==> src/rtl/regulator_seq_pkg.sv <==
// Shared constants, register map and carrier types for the regulator block
package regulator_seq_pkg;

  // Register byte offsets
  localparam logic [7:0] LINREG_A_CONTROL_OFS = 8'h08;
  localparam logic [7:0] LINREG_B_CONTROL_OFS = 8'h09;
  localparam logic [7:0] LINREG_A_VOLTAGE_OFS = 8'h0A;
  localparam logic [7:0] LINREG_B_VOLTAGE_OFS = 8'h0B;
  localparam logic [7:0] STEPDOWN_A_DELAYS_OFS = 8'h0C;
  localparam logic [7:0] STEPDOWN_B_DELAYS_OFS = 8'h0D;

  // Values after reset
  localparam logic [7:0] LINREG_A_CONTROL_RST = 8'h07;
  localparam logic [7:0] LINREG_B_CONTROL_RST = 8'h07;
  localparam logic [7:0] LINREG_A_VOLTAGE_RST = 8'h19;
  localparam logic [7:0] LINREG_B_VOLTAGE_RST = 8'h19;
  localparam logic [7:0] STEPDOWN_A_DELAYS_RST = 8'h23;
  localparam logic [7:0] STEPDOWN_B_DELAYS_RST = 8'h24;
  localparam logic [7:0] UNMAPPED_READ_VAL = 8'h00;

  // Control register field positions
  localparam int CTRL_ON_BIT = 0;
  localparam int CTRL_PIN_GATE_BIT = 1;
  localparam int CTRL_DISCHARGE_BIT = 2;

  // Field positions of voltage and delay registers
  localparam int VOLT_CODE_LSB = 0;
  localparam int VOLT_CODE_W = 5;
  localparam int ON_DELAY_LSB = 0;
  localparam int OFF_DELAY_LSB = 4;
  localparam int DELAY_CODE_W = 4;

  // Delay unit timing
  localparam int CLK_PERIOD_NS = 20;
  localparam int HALF_MS_NS = 500000;
  localparam int HALF_MS_CYCLES = HALF_MS_NS / CLK_PERIOD_NS;

  // Register port request
  typedef struct packed {
    logic wr;
    logic rd;
    logic [7:0] addr;
    logic [7:0] wdata;
  } reg_req_s;

  // Delay configuration of one step-down rail
  typedef struct packed {
    logic [3:0] on_code;
    logic [3:0] off_code;
    logic on_scale;
    logic off_scale;
  } rail_delay_cfg_s;

endpackage : regulator_seq_pkg

==> src/rtl/rail_delay_seq.sv <==
// Startup and shutdown delay sequencer for one step-down rail
module rail_delay_seq #(
  parameter int HALF_MS_CYCLES = regulator_seq_pkg::HALF_MS_CYCLES
) (
  // Clock and reset
  input wire logic clk,
  input wire logic sys_rst,
  // Enable pin edges, one-cycle pulses
  input wire logic pin_rise,
  input wire logic pin_fall,
  // Delay configuration
  input wire regulator_seq_pkg::rail_delay_cfg_s cfg,
  // Rail switch
  output logic rail_on
);
  import regulator_seq_pkg::*;

  localparam int PRE_W = (HALF_MS_CYCLES > 1) ? $clog2(HALF_MS_CYCLES) : 1;
  localparam logic [PRE_W-1:0] PRE_LAST = PRE_W'(HALF_MS_CYCLES - 1);

  // Refuse a tick period the prescaler cannot count
  if (HALF_MS_CYCLES < 1) begin : g_bad_period
    $error("HALF_MS_CYCLES must be at least 1");
  end

  typedef enum logic [1:0] {RAIL_OFF, WAIT_ON, RAIL_ON, WAIT_OFF} rail_st_e;

  rail_st_e state_ff, nxt_state; // Sequencer state
  logic [PRE_W-1:0] pre_ff, nxt_pre; // Cycles into current half-ms unit
  logic [4:0] units_ff, nxt_units; // Half-ms units still to wait
  logic rail_on_ff, nxt_rail_on; // Registered switch

  // Next state: each edge restarts the count and drops the opposite wait
  always_comb begin
    nxt_state = state_ff;
    nxt_pre = pre_ff;
    nxt_units = units_ff;
    if (pin_rise) begin
      // Scale select doubles the unit to 1 ms
      nxt_pre = '0;
      nxt_units = {1'b0, cfg.on_code} << cfg.on_scale;
      nxt_state = (cfg.on_code == 4'h0) ? RAIL_ON : WAIT_ON;
    end else if (pin_fall) begin
      nxt_pre = '0;
      nxt_units = {1'b0, cfg.off_code} << cfg.off_scale;
      // Code zero switches off at once
      nxt_state = (cfg.off_code == 4'h0) ? RAIL_OFF : WAIT_OFF;
    end else begin
      case (state_ff)
        WAIT_ON, WAIT_OFF: begin
          // Half-ms tick derived from the system clock
          if (pre_ff == PRE_LAST) begin
            nxt_pre = '0;
            if (units_ff <= 5'h01) begin
              nxt_state = (state_ff == WAIT_ON) ? RAIL_ON : RAIL_OFF;
              nxt_units = 5'h00;
            end else begin
              nxt_units = units_ff - 5'h01;
            end
          end else begin
            nxt_pre = pre_ff + PRE_W'(1);
          end
        end
        default: begin
          // Settled states hold
          nxt_pre = '0;
        end
      endcase
    end
    // Waits keep the present level, so a cancelled wait never glitches
    nxt_rail_on = (nxt_state == RAIL_ON) ||
      ((nxt_state != RAIL_OFF) && rail_on_ff);
  end

  // State registers
  always_ff @(posedge clk) begin
    if (sys_rst) begin
      state_ff <= RAIL_OFF;
      pre_ff <= '0;
      units_ff <= 5'h00;
      rail_on_ff <= 1'b0;
    end else begin
      state_ff <= nxt_state;
      pre_ff <= nxt_pre;
      units_ff <= nxt_units;
      rail_on_ff <= nxt_rail_on;
    end
  end

  assign rail_on = rail_on_ff;

endmodule // rail_delay_seq

==> src/rtl/regulator_enable_seq_regs.sv <==
// Register file and enable sequencing for two linear and two step-down rails
//
// What this block does
// - Linear A discharges when off, if enabled
// - Linear B discharges when off, if enabled
// - Linear A: enable bit, optionally ANDed with pin
// - Linear B: enable bit, optionally ANDed with pin
// - Linear A code: 0.8 V plus 100 mV steps
// - Step-down A turns off after coded delay
// - Step-down A turns on after coded delay
// - Step-down B off delay from upper nibble
// - Step-down B on delay, lower nibble, reset 4
module regulator_enable_seq_regs #(
  parameter int HALF_MS_CYCLES = regulator_seq_pkg::HALF_MS_CYCLES
) (
  // Clock and reset
  input wire logic clk,
  input wire logic sys_rst,
  // Register access port
  input wire regulator_seq_pkg::reg_req_s reg_req,
  output logic [7:0] reg_rdata,
  // Enable pin and delay scale selects
  input wire logic en_pin,
  input wire logic startup_scale_sel,
  input wire logic shutdown_scale_sel,
  // Linear regulator A controls
  output logic linreg_a_run,
  output logic linreg_a_discharge_on,
  output logic [4:0] linreg_a_volt_code,
  // Linear regulator B controls
  output logic linreg_b_run,
  output logic linreg_b_discharge_on,
  output logic [4:0] linreg_b_volt_code,
  // Step-down converter switches
  output logic stepdown_a_run,
  output logic stepdown_b_run
);
  import regulator_seq_pkg::*;

  // Refuse a tick period that cannot be counted
  if (HALF_MS_CYCLES < 1) begin : g_bad_period
    $error("HALF_MS_CYCLES must be at least 1");
  end

  // Register storage; reserved bits are kept as written
  logic [7:0] linreg_a_control_ff, nxt_linreg_a_control;
  logic [7:0] linreg_b_control_ff, nxt_linreg_b_control;
  logic [7:0] linreg_a_voltage_ff, nxt_linreg_a_voltage;
  logic [7:0] linreg_b_voltage_ff, nxt_linreg_b_voltage;
  logic [7:0] stepdown_a_delays_ff, nxt_stepdown_a_delays;
  logic [7:0] stepdown_b_delays_ff, nxt_stepdown_b_delays;
  logic [7:0] rdata_ff, nxt_rdata; // Read answer holding register

  // Pin edge detection
  logic en_prev_ff, nxt_en_prev; // Pin level one cycle ago
  logic pin_rise; // Enable pin rose this cycle
  logic pin_fall; // Enable pin fell this cycle

  // Linear regulator output registers
  logic linreg_a_run_ff, nxt_linreg_a_run;
  logic linreg_b_run_ff, nxt_linreg_b_run;
  logic linreg_a_dis_ff, nxt_linreg_a_dis;
  logic linreg_b_dis_ff, nxt_linreg_b_dis;

  // Step-down sequencer wiring
  rail_delay_cfg_s stepdown_cfg [2]; // Delay set of each converter
  logic [1:0] stepdown_run; // Switch from each sequencer

  // Register writes; a read in the same cycle returns the old value
  always_comb begin
    nxt_linreg_a_control = linreg_a_control_ff;
    nxt_linreg_b_control = linreg_b_control_ff;
    nxt_linreg_a_voltage = linreg_a_voltage_ff;
    nxt_linreg_b_voltage = linreg_b_voltage_ff;
    nxt_stepdown_a_delays = stepdown_a_delays_ff;
    nxt_stepdown_b_delays = stepdown_b_delays_ff;
    if (reg_req.wr) begin
      case (reg_req.addr)
        LINREG_A_CONTROL_OFS: nxt_linreg_a_control = reg_req.wdata;
        LINREG_B_CONTROL_OFS: nxt_linreg_b_control = reg_req.wdata;
        // Reserved codes are stored as written; software must avoid them
        LINREG_A_VOLTAGE_OFS: nxt_linreg_a_voltage = reg_req.wdata;
        LINREG_B_VOLTAGE_OFS: nxt_linreg_b_voltage = reg_req.wdata;
        STEPDOWN_A_DELAYS_OFS: nxt_stepdown_a_delays = reg_req.wdata;
        STEPDOWN_B_DELAYS_OFS: nxt_stepdown_b_delays = reg_req.wdata;
        default: begin
          // Unmapped writes are dropped
        end
      endcase
    end
  end

  // Read answer, registered one cycle after the request
  always_comb begin
    nxt_rdata = rdata_ff;
    if (reg_req.rd) begin
      case (reg_req.addr)
        LINREG_A_CONTROL_OFS: nxt_rdata = linreg_a_control_ff;
        LINREG_B_CONTROL_OFS: nxt_rdata = linreg_b_control_ff;
        LINREG_A_VOLTAGE_OFS: nxt_rdata = linreg_a_voltage_ff;
        LINREG_B_VOLTAGE_OFS: nxt_rdata = linreg_b_voltage_ff;
        STEPDOWN_A_DELAYS_OFS: nxt_rdata = stepdown_a_delays_ff;
        STEPDOWN_B_DELAYS_OFS: nxt_rdata = stepdown_b_delays_ff;
        default: nxt_rdata = UNMAPPED_READ_VAL;
      endcase
    end
  end

  // Register file flops
  always_ff @(posedge clk) begin
    if (sys_rst) begin
      linreg_a_control_ff <= LINREG_A_CONTROL_RST;
      linreg_b_control_ff <= LINREG_B_CONTROL_RST;
      linreg_a_voltage_ff <= LINREG_A_VOLTAGE_RST;
      linreg_b_voltage_ff <= LINREG_B_VOLTAGE_RST;
      stepdown_a_delays_ff <= STEPDOWN_A_DELAYS_RST;
      stepdown_b_delays_ff <= STEPDOWN_B_DELAYS_RST;
      rdata_ff <= 8'h00;
    end else begin
      linreg_a_control_ff <= nxt_linreg_a_control;
      linreg_b_control_ff <= nxt_linreg_b_control;
      linreg_a_voltage_ff <= nxt_linreg_a_voltage;
      linreg_b_voltage_ff <= nxt_linreg_b_voltage;
      stepdown_a_delays_ff <= nxt_stepdown_a_delays;
      stepdown_b_delays_ff <= nxt_stepdown_b_delays;
      rdata_ff <= nxt_rdata;
    end
  end

  // Edge detection on the enable pin
  always_comb begin
    nxt_en_prev = en_pin;
    pin_rise = en_pin & ~en_prev_ff;
    pin_fall = ~en_pin & en_prev_ff;
  end

  // Pin history starts low, so a pin high at reset counts as a rise
  always_ff @(posedge clk) begin
    if (sys_rst) begin
      en_prev_ff <= 1'b0;
    end else begin
      en_prev_ff <= nxt_en_prev;
    end
  end

  // Linear rails follow the pin directly, with no sequencing delay
  always_comb begin
    nxt_linreg_a_run = linreg_a_control_ff[CTRL_ON_BIT] &
      (~linreg_a_control_ff[CTRL_PIN_GATE_BIT] | en_pin);
    nxt_linreg_b_run = linreg_b_control_ff[CTRL_ON_BIT] &
      (~linreg_b_control_ff[CTRL_PIN_GATE_BIT] | en_pin);
    // Discharge only while the rail is off, so both never overlap
    nxt_linreg_a_dis = linreg_a_control_ff[CTRL_DISCHARGE_BIT] &
      ~nxt_linreg_a_run;
    nxt_linreg_b_dis = linreg_b_control_ff[CTRL_DISCHARGE_BIT] &
      ~nxt_linreg_b_run;
  end

  // Linear rail output flops; rails start off with discharge off
  always_ff @(posedge clk) begin
    if (sys_rst) begin
      linreg_a_run_ff <= 1'b0;
      linreg_b_run_ff <= 1'b0;
      linreg_a_dis_ff <= 1'b0;
      linreg_b_dis_ff <= 1'b0;
    end else begin
      linreg_a_run_ff <= nxt_linreg_a_run;
      linreg_b_run_ff <= nxt_linreg_b_run;
      linreg_a_dis_ff <= nxt_linreg_a_dis;
      linreg_b_dis_ff <= nxt_linreg_b_dis;
    end
  end

  // Delay sets: upper nibble for shutdown, lower nibble for startup
  always_comb begin
    stepdown_cfg[0].on_code =
      stepdown_a_delays_ff[ON_DELAY_LSB +: DELAY_CODE_W];
    stepdown_cfg[0].off_code =
      stepdown_a_delays_ff[OFF_DELAY_LSB +: DELAY_CODE_W];
    stepdown_cfg[1].on_code =
      stepdown_b_delays_ff[ON_DELAY_LSB +: DELAY_CODE_W];
    stepdown_cfg[1].off_code =
      stepdown_b_delays_ff[OFF_DELAY_LSB +: DELAY_CODE_W];
    stepdown_cfg[0].on_scale = startup_scale_sel;
    stepdown_cfg[1].on_scale = startup_scale_sel;
    stepdown_cfg[0].off_scale = shutdown_scale_sel;
    stepdown_cfg[1].off_scale = shutdown_scale_sel;
  end

  // One sequencer per step-down converter
  for (genvar i = 0; i < 2; i++) begin : g_stepdown
    rail_delay_seq #(
      .HALF_MS_CYCLES(HALF_MS_CYCLES)
    ) u_seq (
      .clk(clk),
      .sys_rst(sys_rst),
      .pin_rise(pin_rise),
      .pin_fall(pin_fall),
      .cfg(stepdown_cfg[i]),
      .rail_on(stepdown_run[i])
    );
  end

  // Outputs; voltage codes pass straight from their registers
  assign reg_rdata = rdata_ff;
  assign linreg_a_run = linreg_a_run_ff;
  assign linreg_b_run = linreg_b_run_ff;
  assign linreg_a_discharge_on = linreg_a_dis_ff;
  assign linreg_b_discharge_on = linreg_b_dis_ff;
  assign linreg_a_volt_code =
    linreg_a_voltage_ff[VOLT_CODE_LSB +: VOLT_CODE_W];
  assign linreg_b_volt_code =
    linreg_b_voltage_ff[VOLT_CODE_LSB +: VOLT_CODE_W];
  assign stepdown_a_run = stepdown_run[0];
  assign stepdown_b_run = stepdown_run[1];

endmodule // regulator_enable_seq_regs

==> config.mk <==
export PLATFORM = sky130hd
export DESIGN_NAME = regulator_enable_seq_regs
export DESIGN_NICKNAME = d
export VERILOG_FILES = /design/src/rtl/regulator_seq_pkg.sv /design/src/rtl/rail_delay_seq.sv /design/src/rtl/regulator_enable_seq_regs.sv
export SDC_FILE = /design/constraint.sdc
export NUM_CORES = 1
export LEC_CHECK = 0
export BUFFER_PORTS_ARGS = -buffer_cell sky130_fd_sc_hd__buf_2
export CAP_MARGIN = 20
export CORE_MARGIN = 1.5
export CORE_UTILIZATION = 45
export CTS_CLUSTER_DIAMETER = 50
export CTS_CLUSTER_SIZE = 28
export DETAILED_ROUTE_END_ITERATION = 7
export GPL_ROUTABILITY_DRIVEN = 1
export SLEW_MARGIN = 5
export SYNTH_ARGS = -nofsm -noshare
export SYNTH_HDL_FRONTEND = slang
export SYNTH_SLANG_ARGS = --single-unit
==> constraint.sdc <==
create_clock -name clk -period 2.5 [get_ports clk]
set_input_delay 0 -clock clk [delete_from_list [all_inputs] [get_ports clk]]
set_output_delay 0 -clock clk [all_outputs]
set_load 0.1 [all_outputs]
==> out/results.txt <==
CP required - 2.72 ns
Fillers - 1092
Total Routing Usage GR - 20.9%
Largest net degree at the start of global routing - 56
Clk sink count - 107
Leading area contributor after synthesis - dfxtp_1
CP Class - flop to flop
Hold buffer count at cts - 7
Number of CTS-inserted buffers - 9
Layout cells sized above 1 - 13.1%
Sequential area share after synthesis - 40.9%
Fmax - 499 MHz
Synth Net Count - 615
R2R depth - 4
Total I/O pin count - 47
DIE WIDTH - 111 um
Async S/R FF share, synth - 0%
Die height - 111 um
Post-synth top cells - 107 x dfxtp_1, 73 x nor2_1, 69 x mux2i_1, 61 x nand2_1
Flop2flop setup slack - 0.49 ns
Endpoints failing setup - 0
Post-CTS Setup Bufs - 0
P_leak - 2.32 nW
Core Region - 11400 um^2
Drt drc - 0
Post-synthesis area per instance - 8.96 um^2
Number of global-route vias before repair - 4173
Clk_skew - 0.00733 ns
Row count - 39
Post-layout nets - 650
Multi-input logic area - 2840 um^2
Buffer depth of the longest clock path - 2
CTS root buffer - clkbuf_16
CTS clock-pin slew for the worst setup and hold paths - 0.07 ns
Worst hold path class - input pin to flop
Worst R2R End - g_stepdown[1].u_seq.pre_ff[6]
Final Wtd Congestion - 0.841
Final core occ - 52.0%
Relative slew slack - 52.6%
Power Dens Cells - 634 nW/um^2
Hpwl dp - 8.69 mm
Post-cts sizing count - 0
Hold Fails Final Rpt - 0
Syn Std Cell Area - 5230 um^2
Tightest Pin Transition - 0.709 ns
Port Buffers - 46
Setup TNS Final - 0 ns
Synthesized netlist cell count - 584
Starting DRT DRC Count - 252
Flops & latches, synth - 107
Top cell type's share of synthesized area - 40.9%
Worst setup SP type - flop
CTS tree - yes
Reg2reg start - g_stepdown[1].u_seq.pre_ff[6]
Status - complete, no violations
Die area - 12300 um^2
Post-DRT Antenna Nets - 0
Area Growth Syn to Fin - 12.9%
FF+latch area - 2140 um^2
CP Launch Point - g_stepdown[1].u_seq.pre_ff[6]
Max H-tree Level - 3
Gr ovfl total - 0
Clk_lat worst skew - 0.36 ns
Initial Utilization - 46.0%
Setup crit end - g_stepdown[1].u_seq.pre_ff[6]
Yosys warns - 0
Initial antenna violation count - 0
Worst Setup End Kind - flop
Total wire length - 12.2 mm
First-pass GRT wire length - 20.6 mm
Max_cap viols - 0
Ant diodes - 0
Post-DR wirelength/cell - 15.9 um
Vias per cell - 5.64
Worst-path maximum fanout - 15
RSZ-0062 raised after global routing - false
Min Tclk post-route - 2.01 ns
VDD IR max - 518 uV
Final max-slew violation count - 0
First drt pass iteration count - 6
Most used flip-flop cell after synthesis - dfxtp_1
CP arrival - 2.22 ns
Via total after detailed routing - 4329
Fin crit share - 80.2%
Count of flip-flops with a built-in enable after synthesis - 0
Post-synth cell types - 60
Most frequent cell after synthesis - dfxtp_1
Area contributors post-synth - dfxtp_1 41%, mux2i_1 13%, nor2_1 5.2%, nand2_1 4.4%, xor2_1 2.7%
## placed cells by master, fill, tap and decap left out, types with 3 or more instances in the layout
master / synthesis / routed
nand2_1: 61 / 61
dfxtp_1: 107 / 107
nand3_1: 18 / 18
o21bai_1: 3 / 3
ha_1: 8 / 8
dlygate4sd3_1: 0 / 7
a222oi_1: 7 / 7
o221ai_1: 3 / 3
nand4_1: 8 / 8
a2bb2oi_1: 7 / 7
nor2b_1: 4 / 4
buf_4: 12 / 8
o31ai_1: 3 / 3
o21ai_0: 11 / 11
mux2i_1: 69 / 69
nor4_1: 5 / 5
nand3b_1: 3 / 3
nand4b_1: 4 / 4
inv_1: 16 / 16
a211oi_1: 10 / 10
xnor2_1: 14 / 14
xor2_1: 16 / 16
mux2_2: 4 / 4
buf_2: 5 / 46
nor2_1: 73 / 73
a21oi_1: 17 / 17
and2_1: 6 / 6
o22ai_1: 7 / 7
nor3_1: 13 / 13
a31oi_1: 3 / 3
clkbuf_16: 0 / 9
and3_1: 7 / 7
## cell type report
class	instances	share of cell area, %
multi-input cells	423	48.0
inverters	17	1.08
flip-flops and latches	107	36.2
clock inverters	5	1.44
repair buffers	61	6.10
clock buffers	11	4.11
well taps	143	3.03
## critical path: stages (launching register included)
cell and delay, ns:
dfxtp_1 0.35, or4_4 0.53, or4_4 0.44, nand4_1 0.42
nor2_1 0.13
## cells by family after synthesis
family | after synthesis | share of synthesized area [%]
AO/OA/AOI/OAI | 90 | 12.3
XOR/XNOR | 30 | 5.02
adder cells (fa/ha/maj) | 8 | 1.91
buffers and inverters | 54 | 4.85
flip-flops | 107 | 40.9
multiplexers | 74 | 14.5
AND/OR/NAND/NOR | 221 | 20.5
## how the worst min path moves through the flow
stage	startpoint	end	slack [ns]	cells after the start
after floorplan	reg_req[0]	linreg_a_voltage_ff[0]	0.13	2
after global placement	en_pin	en_prev_ff	0.30	3
after detailed placement	en_pin	en_prev_ff	0.31	3
after CTS	reg_req[1]	stepdown_a_delays_ff[1]	0.009	3
after global routing	reg_req[1]	stepdown_a_delays_ff[1]	0.02	3
final	reg_req[1]	linreg_b_control_ff[1]	0.01	3
## power by group
group | internal (mW) | switching [mW]
Clock | 0.911 | 0.657
Combinational | 0.151 | 0.263
Sequential | 1.73 | 0.0304
Total | 2.80 | 0.950
## flip-flops by register name, summed over array words and instances, names as in the netlist, 4 cells and up, named ones only
name / cells
g_stepdown.u_seq.pre_ff: 30
g_stepdown.u_seq.units_ff: 10
linreg_a_control_ff: 8
linreg_a_voltage_ff: 8
linreg_b_control_ff: 8
linreg_b_voltage_ff: 8
reg_rdata: 8
stepdown_a_delays_ff: 8
stepdown_b_delays_ff: 8
g_stepdown.u_seq.state_ff: 4
## through the flow
stage / cells / instance area (um^2) / total power, mW / worst slack (ns) / hold WS [ns]
2_1_floorplan: 584 / 5230 / 2.10 / 0.699 / 0.125
3_3_place_gp: 744 / 5510 / 2.20 / 0.545 / 0.303
3_5_place_dp: 744 / 5510 / 2.21 / 0.475 / 0.308
4_1_cts: 767 / 5910 / 3.78 / 0.470 / 0.00938
5_1_grt: 767 / 5910 / 3.89 / 0.277 / 0.0228
6_report: 767 / 5910 / 3.75 / 0.495 / 0.0111
## metal layers
metal,global-route usage [%],wire (um),vias to the layer above
li1,-,-,2148
met1,29.9,5940,2040
met2,30.2,5280,115
met3,3.99,679,26
met4,10.0,316,0
met5,0,0,-
No activity file was read; power rests on OpenSTA's default activity.
